## config.mk

```make
export PLATFORM = sky130hd
export DESIGN_NAME = ldk_dim_keyscan
export DESIGN_NICKNAME = d
export VERILOG_FILES = /design/src/rtl/ldk_slot_timer.v /design/src/rtl/ldk_key_debounce.v /design/src/rtl/ldk_dim_keyscan.v
export VERILOG_INCLUDE_DIRS = /design/src /design/src/inc
export SDC_FILE = /design/constraint.sdc
export NUM_CORES = 1
export LEC_CHECK = 0
export BUFFER_PORTS_ARGS = -buffer_cell sky130_fd_sc_hd__buf_4
export CAP_MARGIN = 20
export CORE_MARGIN = 10
export CORE_UTILIZATION = 40
export DETAILED_ROUTE_END_ITERATION = 10
export MAX_ROUTING_LAYER = met4
export PLACE_DENSITY = 0.53
export SYNTH_ARGS = -nofsm -noshare
export SYNTH_HDL_FRONTEND = slang
export SYNTH_HIERARCHICAL = 1
export SYNTH_SLANG_ARGS = --single-unit
```

## constraint.sdc

```tcl
create_clock -name clock_i -period 6.16 [get_ports clock_i]
set_input_delay 0.616 -clock clock_i [delete_from_list [all_inputs] [get_ports clock_i]]
set_output_delay 0.616 -clock clock_i [all_outputs]
set_load 0.005 [all_outputs]
```

## src/inc/ldk_defs.vh

```
// Shared constants for the dimming and key-scan block
`ifndef LDK_DEFS_VH
`define LDK_DEFS_VH

// =====================================================================
// Command byte decoding
`define LDK_CMD_DIM_NIB     4'he
`define LDK_CMD_PIN_NIB     4'ha
`define LDK_PIN_SEL_BIT     0
`define LDK_PIN_ACT_BIT     1

// =====================================================================
// Read pointer locations
`define LDK_ADDR_KEY_FIRST  8'h40
`define LDK_ADDR_KEY_LAST   8'h45
`define LDK_ADDR_FLAG       8'h60

// =====================================================================
// Reset values
`define LDK_LEVEL_RST       4'hf
`define LDK_PIN_SEL_RST     1'b0
`define LDK_PIN_ACT_RST     1'b0

// =====================================================================
// Timing
`define LDK_CLK_MHZ         25
`define LDK_SUB_US          64
`define LDK_SLOT_US         1024
`define LDK_SUB_CYC         (`LDK_SUB_US * `LDK_CLK_MHZ)
`define LDK_SUBS_PER_SLOT   16
`define LDK_DISP_SLOTS      8
`define LDK_KEY_SLOT        4'h8

// =====================================================================
// Key matrix geometry
`define LDK_KEYS_PER_LINE   13
`define LDK_MAX_LINES       3

`endif

```

## src/rtl/ldk_slot_timer.v

```verilog
// Sub-slot, slot and key-scan cycle timer
`timescale 1ns/1ps
`include "ldk_defs.vh"

module ldk_slot_timer #(
  parameter SUB_CYC = `LDK_SUB_CYC
) (
  input  wire       clock_i,
  input  wire       srst_i,
  output reg  [3:0] slot_o,
  output reg  [3:0] sub_o,
  output wire       sub_end_o,
  output wire       slot_end_o,
  output wire       cyc_end_o
);

  // =====================================================================
  // Cycle counter within one sixteenth of a slot
  reg  [15:0] cnt_r;
  wire        sub_end;

  assign sub_end    = (cnt_r == SUB_CYC[15:0] - 16'h0001);
  assign sub_end_o  = sub_end;
  assign slot_end_o = sub_end & (sub_o == 4'hf);
  assign cyc_end_o  = slot_end_o & (slot_o == `LDK_KEY_SLOT);

  always @(posedge clock_i) begin
    if (srst_i) begin
      cnt_r  <= 16'h0000;
      sub_o  <= 4'h0;
      slot_o <= 4'h0;
    end else begin
      cnt_r <= sub_end ? 16'h0000 : cnt_r + 16'h0001;
      if (sub_end) begin
        sub_o <= sub_o + 4'h1;
        if (sub_o == 4'hf) begin
          // Eight display slots then one key-scan slot
          slot_o <= (slot_o == `LDK_KEY_SLOT) ? 4'h0 : slot_o + 4'h1;
        end
      end
    end
  end

endmodule // ldk_slot_timer

```

## src/rtl/ldk_key_debounce.v

```verilog
// Two-cycle key debounce with once-only press reporting
`timescale 1ns/1ps

module ldk_key_debounce #(
  parameter NKEYS = 39
) (
  input  wire             clock_i,
  input  wire             srst_i,
  input  wire             cyc_end_i,
  input  wire [NKEYS-1:0] pressed_i,
  output reg  [NKEYS-1:0] new_key_o
);

  // =====================================================================
  // Previous-cycle presses and keys already reported
  reg [NKEYS-1:0] prev_r;
  reg [NKEYS-1:0] latched_r;
  wire [NKEYS-1:0] confirmed;

  assign confirmed = pressed_i & prev_r;

  always @(posedge clock_i) begin
    if (srst_i) begin
      prev_r    <= {NKEYS{1'b0}};
      latched_r <= {NKEYS{1'b0}};
      new_key_o <= {NKEYS{1'b0}};
    end else begin
      new_key_o <= {NKEYS{1'b0}};
      if (cyc_end_i) begin
        prev_r    <= pressed_i;
        // A key needs two cycles pressed before it counts
        new_key_o <= confirmed & ~latched_r; // RQ7 RQ10
        // Latch holds until the key is seen released
        latched_r <= (latched_r | confirmed) & pressed_i; // RQ16
      end
    end
  end

endmodule // ldk_key_debounce

```

## src/rtl/ldk_dim_keyscan.v

```verilog
// Dimming PWM, cathode multiplexing and key-scan top
`timescale 1ns/1ps
`include "ldk_defs.vh"

// Summary of operation
// RQ1: Command nibble 1110 sets level N; rows lit (N+1)/16 of slot; reset full.
// RQ2: Cathodes pulse low in turn; low time 64us to 1024us with level.
// RQ3: One to three scan lines; interrupt pin optional, flag pollable instead.
// RQ4: Cathode lines 1 to 3 driven high as scan rows during key scan.
// RQ5: Thirty-nine keys only when all three scan lines are enabled.
// RQ6: Scanning repeats on its own; full debounce spans about 20 ms.
// RQ7: Accept press only for released key seen pressed in both samples.
// RQ8: Any combination of simultaneous presses is recorded.
// RQ9: Interrupt pin active low when polarity bit 0, high when 1.
// RQ10: New presses update key data and interrupt after two scan cycles.
// RQ11: Interrupt changes on first accepted key; no further toggling while pending.
// RQ12: Reading all key bytes clears key data, flag and interrupt pin.
// RQ13: Location 60H reads the pending flag in all eight bits.
// RQ14: Nibble 1010 selects row or interrupt use; bit 1 sets polarity.
// RQ15: Key data at 40H to 45H, two bytes per line, writes ignored.
// RQ16: Held key reported once; must be released before reporting again.
// RQ17: Host reads all six key bytes from 40H after each interrupt.
// RQ18: New brightness level applies from the next slot boundary.
module ldk_dim_keyscan #(
  parameter SUB_CYC    = `LDK_SUB_CYC,
  parameter SCAN_LINES = `LDK_MAX_LINES
) (
  input  wire        clock_i,
  input  wire        srst_i,
  input  wire        cmd_stb_i,
  input  wire [7:0]  cmd_byte_i,
  input  wire        rd_stb_i,
  input  wire [7:0]  rd_addr_i,
  output reg  [7:0]  rd_data_o,
  output reg         rd_ack_o,
  input  wire [12:0] key_ret_i,
  output reg  [7:0]  cathode_o,
  output reg  [7:0]  cathode_oe_o,
  output reg         row_gate_o,
  output reg         shared_irq_row_pin_o,
  output reg         shared_irq_row_pin_oe_o,
  output reg         pending_flag_o
);

  localparam NK  = `LDK_KEYS_PER_LINE;
  localparam NKT = `LDK_KEYS_PER_LINE * `LDK_MAX_LINES;

  // =====================================================================
  // Key byte decode, used by the read path and the read tracker
  function [2:0] key_index;
    input [7:0] addr;
    begin
      key_index = addr[2:0];
    end
  endfunction

  function is_key_addr;
    input [7:0] addr;
    begin
      is_key_addr = (addr >= `LDK_ADDR_KEY_FIRST) && (addr <= `LDK_ADDR_KEY_LAST);
    end
  endfunction

  // =====================================================================
  // Timer
  wire [3:0] slot;
  wire [3:0] sub;
  wire       sub_end;
  wire       slot_end;
  wire       cyc_end;

  // Nine slots a frame: eight display slots, then the key slot
  ldk_slot_timer #(
    .SUB_CYC (SUB_CYC)
  ) u_timer (
    .clock_i    (clock_i),
    .srst_i     (srst_i),
    .slot_o     (slot),
    .sub_o      (sub),
    .sub_end_o  (sub_end),
    .slot_end_o (slot_end),
    .cyc_end_o  (cyc_end)
  );

  // =====================================================================
  // Command registers
  reg  [3:0] level_pend_r;
  reg  [3:0] level_r;
  reg        pin_sel_r;
  reg        pin_act_r;

  always @(posedge clock_i) begin
    if (srst_i) begin
      level_pend_r <= `LDK_LEVEL_RST; // RQ1
      level_r      <= `LDK_LEVEL_RST; // RQ1
      pin_sel_r    <= `LDK_PIN_SEL_RST;
      pin_act_r    <= `LDK_PIN_ACT_RST;
    end else begin
      if (cmd_stb_i) begin
        case (cmd_byte_i[7:4])
          `LDK_CMD_DIM_NIB: begin
            level_pend_r <= cmd_byte_i[3:0]; // RQ1
          end
          `LDK_CMD_PIN_NIB: begin
            pin_sel_r <= cmd_byte_i[`LDK_PIN_SEL_BIT]; // RQ14
            pin_act_r <= cmd_byte_i[`LDK_PIN_ACT_BIT]; // RQ14
          end
          default: begin
            // Other commands belong elsewhere; no key data is writable
            level_pend_r <= level_pend_r; // RQ15
          end
        endcase
      end
      // Applying only at the boundary avoids a cut-short pulse
      if (slot_end) begin
        level_r <= level_pend_r; // RQ18
      end
    end
  end

  // =====================================================================
  // PWM window and cathode drive
  wire       disp_slot;
  wire       key_slot;
  wire       pwm_on;
  wire [1:0] scan_line;
  wire       line_en;

  assign disp_slot = (slot < `LDK_KEY_SLOT);
  assign key_slot  = (slot == `LDK_KEY_SLOT);
  // Level 0 still lights one sixteenth; there is no off setting
  assign pwm_on    = disp_slot & (sub <= level_r); // RQ1 RQ2
  assign scan_line = sub[3:2];
  assign line_en   = key_slot & (scan_line < SCAN_LINES[1:0]); // RQ3 RQ5

  reg  [7:0] cath_nxt;
  reg  [7:0] cath_oe_nxt;
  integer    c;

  always @* begin
    cath_nxt    = 8'hff;
    cath_oe_nxt = 8'h00;
    for (c = 0; c < 8; c = c + 1) begin
      if (pwm_on && (slot[2:0] == c[2:0])) begin
        cath_nxt[c]    = 1'b0; // RQ2
        cath_oe_nxt[c] = 1'b1; // RQ2
      end
    end
    if (line_en) begin
      // Cathode lines 1 to 3 double as the scan rows
      cath_oe_nxt[scan_line + 2'd1] = 1'b1; // RQ4
    end
  end

  // =====================================================================
  // Key return synchroniser and sampling
  reg  [12:0]    key_s1_r;
  reg  [12:0]    key_s2_r;
  wire [NKT-1:0] samp_a_all;
  wire [NKT-1:0] samp_b_all;
  wire           samp_a;
  wire           samp_b;

  assign samp_a = line_en & sub_end & (sub[1:0] == 2'd1);
  assign samp_b = line_en & sub_end & (sub[1:0] == 2'd3);

  // Only the second stage is read; the first may still be settling
  always @(posedge clock_i) begin
    if (srst_i) begin
      key_s1_r <= 13'h0000;
      key_s2_r <= 13'h0000;
    end else begin
      key_s1_r <= key_ret_i;
      key_s2_r <= key_s1_r;
    end
  end

  // One pair of sample registers per scan line
  genvar gl;
  generate
    for (gl = 0; gl < `LDK_MAX_LINES; gl = gl + 1) begin : g_line
      localparam integer LINE = gl;
      reg [NK-1:0] samp_a_r;
      reg [NK-1:0] samp_b_r;

      always @(posedge clock_i) begin
        if (srst_i) begin
          samp_a_r <= {NK{1'b0}};
          samp_b_r <= {NK{1'b0}};
        end else if (LINE < SCAN_LINES) begin // RQ5
          // Lines outside the scan range are never loaded
          if (samp_a && (scan_line == LINE[1:0])) begin
            samp_a_r <= key_s2_r; // RQ8
          end
          if (samp_b && (scan_line == LINE[1:0])) begin
            samp_b_r <= key_s2_r; // RQ8
          end
        end
      end

      assign samp_a_all[gl*NK +: NK] = samp_a_r;
      assign samp_b_all[gl*NK +: NK] = samp_b_r;
    end
  endgenerate

  // =====================================================================
  // Debounce, continuous without host action
  wire [NKT-1:0] new_key;

  ldk_key_debounce #(
    .NKEYS (NKT)
  ) u_debounce (
    .clock_i   (clock_i),
    .srst_i    (srst_i),
    .cyc_end_i (cyc_end), // RQ6
    .pressed_i (samp_a_all & samp_b_all), // RQ7
    .new_key_o (new_key)
  );

  // =====================================================================
  // Key store, read tracking and pending flag
  reg  [NKT-1:0] key_data_r;
  reg  [5:0]     rd_seen_r;
  reg            flag_r;
  wire           rd_key;
  wire [5:0]     rd_seen_now;
  wire           all_read;

  assign rd_key      = rd_stb_i & is_key_addr(rd_addr_i);
  // Bytes may come in any order; the flag location does not count
  assign rd_seen_now = rd_seen_r | (rd_key ? (6'h01 << key_index(rd_addr_i)) : 6'h00);
  assign all_read    = rd_key & (rd_seen_now == 6'h3f);

  always @(posedge clock_i) begin
    if (srst_i) begin
      key_data_r <= {NKT{1'b0}};
      rd_seen_r  <= 6'h00;
      flag_r     <= 1'b0;
    end else begin
      if (all_read) begin
        // A press landing on the clearing read is kept
        key_data_r <= new_key; // RQ12
        flag_r     <= |new_key; // RQ12
        rd_seen_r  <= 6'h00; // RQ12
      end else begin
        key_data_r <= key_data_r | new_key; // RQ8 RQ10
        flag_r     <= flag_r | (|new_key); // RQ11
        rd_seen_r  <= rd_seen_now;
      end
    end
  end

  // =====================================================================
  // Read data path
  reg  [7:0] rd_nxt;
  reg  [12:0] line_keys;

  always @* begin
    rd_nxt    = 8'h00;
    line_keys = 13'h0000;
    if (is_key_addr(rd_addr_i)) begin
      case (key_index(rd_addr_i) >> 1)
        3'd0: line_keys = key_data_r[0*NK +: NK];
        3'd1: line_keys = key_data_r[1*NK +: NK];
        3'd2: line_keys = key_data_r[2*NK +: NK];
        default: line_keys = 13'h0000;
      endcase
      rd_nxt = rd_addr_i[0] ? {3'h0, line_keys[12:8]} : line_keys[7:0]; // RQ15
    end else if (rd_addr_i == `LDK_ADDR_FLAG) begin
      rd_nxt = {8{flag_r}}; // RQ13
    end
  end

  // =====================================================================
  // Output registers
  always @(posedge clock_i) begin
    if (srst_i) begin
      rd_data_o               <= 8'h00;
      rd_ack_o                <= 1'b0;
      cathode_o               <= 8'hff;
      cathode_oe_o            <= 8'h00;
      row_gate_o              <= 1'b0;
      shared_irq_row_pin_o    <= 1'b0;
      shared_irq_row_pin_oe_o <= 1'b0;
      pending_flag_o          <= 1'b0;
    end else begin
      rd_ack_o       <= rd_stb_i;
      rd_data_o      <= rd_stb_i ? rd_nxt : rd_data_o;
      cathode_o      <= cath_nxt;
      cathode_oe_o   <= cath_oe_nxt;
      row_gate_o     <= pwm_on; // RQ1
      pending_flag_o <= flag_r; // RQ3
      // Push-pull in both modes; open-drain use needs gating outside
      shared_irq_row_pin_oe_o <= 1'b1;
      if (pin_sel_r) begin
        shared_irq_row_pin_o <= pin_act_r ? flag_r : ~flag_r; // RQ9 RQ11 RQ12
      end else begin
        shared_irq_row_pin_o <= pwm_on; // RQ14
      end
    end
  end

endmodule // ldk_dim_keyscan

```

**After elaboration in Yosys (flattened, before gate mapping)**

Cells that the tools add are included.

- Flip-flop bits (word level): 330
- Input bits: 33
- Output and inout port bits: 29
- Logic and storage cells: 138

- Add/subtract/negate cells: 4
- $lt $le $gt $ge: 7
- Equality and inequality tests: 20
- Shift-type cells: 1
- Mux-type cells: 30
- Bitwise operators: 21
- Reductions and logical operators: 26

Operators with widths:

| operator | number |
|---|---|
| bitwise AND 39 bit | 4 |
| OR 39 bit | 2 |
| two-way mux 39 bit | 1 |
| inverter 39 bit | 1 |
| one-hot mux 13 bit (3 select lines) | 1 |
| OR reduction 39 bit | 1 |
| two-way mux 8 bit | 4 |
| two-way mux 1 bit | 21 |
| adder 16 x 1 -> 16 bit, second input constant | 1 |
| == test 16 x 11 -> 1 bit, second input constant | 1 |
| == test 4 bit, second input constant | 4 |
| logical AND 1 bit | 16 |
| == test 3 bit, second input constant | 4 |
| bitwise AND 1 bit | 9 |
| adder 4 x 1 -> 4 bit, second input constant | 2 |
| == test 8 x 7 -> 1 bit, second input constant | 1 |
| >= comparator 8 x 7 -> 1 bit, second input constant | 1 |
| less-or-equal comparator 8 x 7 -> 1 bit, second input constant | 1 |
| OR 8 x 4 -> 8 bit | 1 |
| == test 2 x 1 -> 1 bit, second input constant | 3 |
| == test 2 bit, second input constant | 3 |
| == test 3 x 2 -> 1 bit, second input constant | 2 |
| == test 6 bit, second input constant | 1 |
| logical NOT 3 bit | 2 |
| other kinds (17) | 22 |

**Logic depth before layout (Yosys ltp)**

- Depth in word-level cells: 8
- Gate-level depth with buffers: 11
- Gate-level depth less buffers: 8

**Cells and area by module**

Netlist, hierarchy kept.

By module, submodules not included:

| module | times used | cells an instance | area an instance (um2) | sequential area each (um2) |
|---|---|---|---|---|
| ldk_dim_keyscan | 1 | 777 | 7036.7 | 3783.6 |
| ldk_key_debounce | 1 | 417 | 4086.4 | 2342.2 |
| ldk_slot_timer | 1 | 134 | 1116.1 | 480.5 |

**Worst setup path after synthesis**

No wires, ideal clock.

- Path kind: register to register
- From: register u_timer.cnt_r[7]
- To: register g_line[0].samp_b_r[10]
- Data arrival time: 2650 ps
- Required time: 6032 ps
- Setup slack: 3382 ps
- Stages on the path, launching flop included: 11
- Buffers on the path: 3
- Path through: dfxtp_1 or4_1 or4_4 buf_2 inv_1 nand3_2 or3_1 buf_2 buf_6 mux2i_1 nor2_1

- Longest elaborated chain between the ends: 4

Ends and longest elaborated chain:

| element | RTL line | source |
|---|---|---|
| start: declaration | ldk_slot_timer.v:19 | `reg [15:0] cnt_r;` |
| start signal: assignment | ldk_slot_timer.v:33 | `cnt_r <= sub_end ? 16'h0000 : cnt_r + 16'h0001;` |
| == test 16 x 11 -> 1 bit | ldk_slot_timer.v:22 | `assign sub_end = (cnt_r == SUB_CYC[15:0] - 16'h0001);` |
| net sub_end | ldk_dim_keyscan.v:68 | `wire sub_end;` |
| bitwise AND 1 bit (2 in series) | ldk_dim_keyscan.v:165 | `assign samp_b = line_en & sub_end & (sub[1:0] == 2'd3);` |
| logical AND 1 bit | ldk_dim_keyscan.v:195 | `if (samp_b && (scan_line == LINE[1:0])) begin` |
| end signal: assignment | ldk_dim_keyscan.v:189 | `samp_b_r <= {NK{1'b0}};` |
| end signal: assignment | ldk_dim_keyscan.v:196 | `samp_b_r <= key_s2_r;` |
| end: declaration | ldk_dim_keyscan.v:184 | `reg [NK-1:0] samp_b_r;` |

The timed path passes the listed nets, and every way through them passes these cells.
A chain may end at the register's enable or synchronous reset.

**Final worst setup path**

- From: register u_timer.cnt_r[7]
- To: register u_debounce.new_key_o[8]

- Longest elaborated chain between the ends: 5

Ends and longest elaborated chain:

| element | RTL line | source |
|---|---|---|
| == test 16 x 11 -> 1 bit | ldk_slot_timer.v:22 |  |
| bitwise AND 1 bit | ldk_slot_timer.v:24 | `assign slot_end_o = sub_end & (sub_o == 4'hf);` |
| bitwise AND 1 bit | ldk_slot_timer.v:25 | `` assign cyc_end_o = slot_end_o & (slot_o == `LDK_KEY_SLOT); `` |
| net cyc_end | ldk_dim_keyscan.v:70 | `wire cyc_end;` |
| inverter 1 bit (no source line) | n/a |  |
| OR reduction 2 bit (no source line) | n/a |  |
| end signal: assignment | ldk_key_debounce.v:26 | `new_key_o <= {NKEYS{1'b0}};` |
| end signal: assignment | ldk_key_debounce.v:28 | `new_key_o <= {NKEYS{1'b0}};` |
| end signal: assignment | ldk_key_debounce.v:32 | `new_key_o <= confirmed & ~latched_r;` |
| end: declaration | ldk_key_debounce.v:11 | `output reg [NKEYS-1:0] new_key_o` |

The timed path passes the listed nets, and every way through them passes these cells.

==> results.toml <==
[floorplanning]
die-area_um2 = 38000
start_util = 0.409
die_w_um = 195
die_h_um = 195
core-area_um2 = 30000
rows = 63
io-pin-count = 62

[routing]
vias_per_cell = 4.93
drcViolationCount = 0
detail-route-antenna-nets = 0
via_count = 8716
drtIter0Drc = 459
routed_wl_um = 26500
drtPass1Iterations = 4
routedWlPerCell_um = 15.0

[logic_synthesis]
synthArstFlopShare = 0
synth-seq-cells = 330
yosysUniqueCellTypes = 50
synth_cells = 1328
synth_edf_count = 0
ys_warn_count = 6
dominantRegCellSynth = "dfxtp_1"
synth_area_um2 = 12200
syn_nets = 1369
syn_avg_cell_area_um2 = 9.22
ys_seq_area_frac = 0.540

[layout]
syn2layout_area_growth_pct = 14.5
nNetsFinal = 1400
final_common_cell = "dfxtp_1"
final_cell_mix = "330 x dfxtp_1, 155 x nand2_1, 154 x nor2_1"
utilization = 0.468
final-instance-count-excl-fill = 1767
antenna_cells = 0
final_layout_size_suffix_gt1_frac = 0.104
fillerInstances = 2934

[worst_setup_path]
regToRegSetupSlack_ps = 3040
crit_path_start_kind = "register"
r2r_cells = 6
r2r_end = "u_debounce/new_key_o[8]"
required_ps = 6570
rr_startpoint = "u_timer/cnt_r[7]"
critPathMaxFanout = 56
path_class = "reg -> reg"
cp-end-kind = "register"
critPathArrivalTime_ps = 3520

[timing]
hold_slack_ps = 321
drv_slew = 0
finalHoldViolCount = 0
finalClockSkew_ps = 11.8
min_period_ps = 3120
finalSetupViolations = 0
fmax_ghz = 0.321
finalSetupTns_ps = 0
rsz0062_at_grt = "no"
tightest_slew_ps = 816
finalCritPeriodShare = 0.506
max_slew_margin = 0.456

[cts]
hold_buffers = 0
clock_latency_ps = 500
ctsResizeCount = 0
cts_inserted_buffers = 36
postCtsSetupRepairBufs = 0
clock-sinks = 330
cts_tree = "built"
clk_pin_slew_ps = 60
cts.htree.levels = 2
cts_root_buf = "clkbuf_16"
clock_path_buffers = 3

[place]
place_inst = 1711
portBuffers = 61
globalplace.congestion = 0.778
dp_hpwl_um = 17700

[status]
status = "completed"

[global_routing]
grt_pass1_vias = 8111
grt_pass1_wl_um = 43400
track_usage = 0.138
grt_max_degree = 172
antenna_found_initial = 0
overflow = 0

[power_and_ir_drop]
leakage_nw = 5.37
power_frac_comb = 0.021
peakVddDrop_uv = 186
switching_share = 0.201
pwr-share-seq = 0.508
power_switching_mw = 0.855
p_clk_frac = 0.471
p_int_mw = 3.39
powerDensity_nw_per_um2 = 303

[min_path]
worstHoldEndpoint = "level_pend_r[2]"
min_from = "cmd_byte_i[2]"
min_delay_path_depth = 3
hold_path.class = "in -> reg"

[run]
drv_cap = 0
[worst max-delay path, stage by stage (launching register included)]
cell and delay [ps]:
dfxtp_1 350, or4_1 520, or4_4 630, nor4_2 440
buf_12 320, nand2b_4 350, nor3_1 330
[power groups by stage]
stage	Clock (mW)	Sequential (mW)	Combinational, mW
2_1_floorplan	0	2.20	0.0540
3_3_place_gp	0	2.21	0.0897
3_5_place_dp	0	2.21	0.0902
4_1_cts	2.07	2.16	0.0904
5_1_grt	2.16	2.16	0.0983
6_report	2.00	2.16	0.0883
[sequential cells by signal, summed over array words and instances (netlist names), 4 cells and up]
register	count
u_debounce/prev_r	39
level_r	4
u_timer/cnt_r	16
u_debounce/latched_r	39
cathode_oe_o	8
u_timer/sub_o	4
level_pend_r	4
g_line.samp_a_r	39
key_s1_r	13
key_s2_r	13
key_data_r	39
cathode_o	8
u_debounce/new_key_o	39
rd_seen_r	6
u_timer/slot_o	4
g_line.samp_b_r	39
rd_data_o	8
[cell families (layout without fill, tap and decap cells)]
kind of cell    count (synthesis)  in the layout  synth area share
simple gates                  598            598             0.240
compound gates                180            180            0.0814
flops                         330            330             0.540
buf+inv                        97            146            0.0375
mux                           100            100            0.0820
fa+ha+maj                       8              8           0.00818
xor+xnor                       15             15            0.0107
[layer usage]
metal  GRT usage  wire length [um]  part of all wire  up-vias
li1            -                 -                 -     4537
met1       0.197             13900              0.53     3999
met2       0.194             10900              0.41      131
met3      0.0268              1050             0.040       49
met4      0.0380               556             0.021        0
met5           -                 0                 0        -
[synthesized netlist by cell type, drive strengths merged, types with 18 or more instances]
| library cell | count | area share |
|---|---|---|
| nor3 | 92 | 0.042 |
| inv | 20 | 0.0061 |
| nor2 | 154 | 0.047 |
| nand2 | 155 | 0.048 |
| and2 | 41 | 0.021 |
| clkbuf | 44 | 0.013 |
| nand3 | 18 | 0.0078 |
| nor2b | 72 | 0.037 |
| dfxtp | 330 | 0.54 |
| mux2i | 98 | 0.080 |
| buf | 33 | 0.018 |
| a21oi | 134 | 0.055 |
[how the worst max path moves through the flow]
stage / to / start / slack, ps / cells past startpoint
2_1_floorplan: g_line[0].samp_b_r[10] / u_timer/cnt_r[7] / 3380 / 10
3_3_place_gp: g_line[0].samp_b_r[0] / u_timer/cnt_r[7] / 3140 / 7
3_5_place_dp: g_line[0].samp_b_r[5] / u_timer/cnt_r[7] / 3080 / 7
4_1_cts: g_line[0].samp_b_r[5] / u_timer/cnt_r[7] / 3070 / 7
5_1_grt: u_debounce/new_key_o[3] / u_timer/cnt_r[7] / 2860 / 6
6_report: u_debounce/new_key_o[8] / u_timer/cnt_r[7] / 3040 / 6
[per-stage QoR]
stage | power [mW] | area (um2) | setup WS [ps]
after floorplan | 2.26 | 12200 | 3380
after global placement | 2.30 | 12900 | 3140
after detailed placement | 2.30 | 12900 | 3080
after CTS | 4.32 | 14000 | 3070
after global routing | 4.41 | 14000 | 2860
final | 4.25 | 14000 | 3040
[layout make-up]
| class | count | area [um2] | area share |
|---|---|---|---|
| Inverter | 20 | 75.1 | 0.00536 |
| Multi-Input combinational cell | 901 | 5190 | 0.370 |
| Timing Repair Buffer | 70 | 554 | 0.0396 |
| Clock buffer | 49 | 1040 | 0.0743 |
| Sequential cell | 330 | 6610 | 0.472 |
| Clock inverter | 7 | 60.1 | 0.00429 |
| Tap cell | 390 | 488 | 0.0348 |
(Power assumes the default switching activity.)
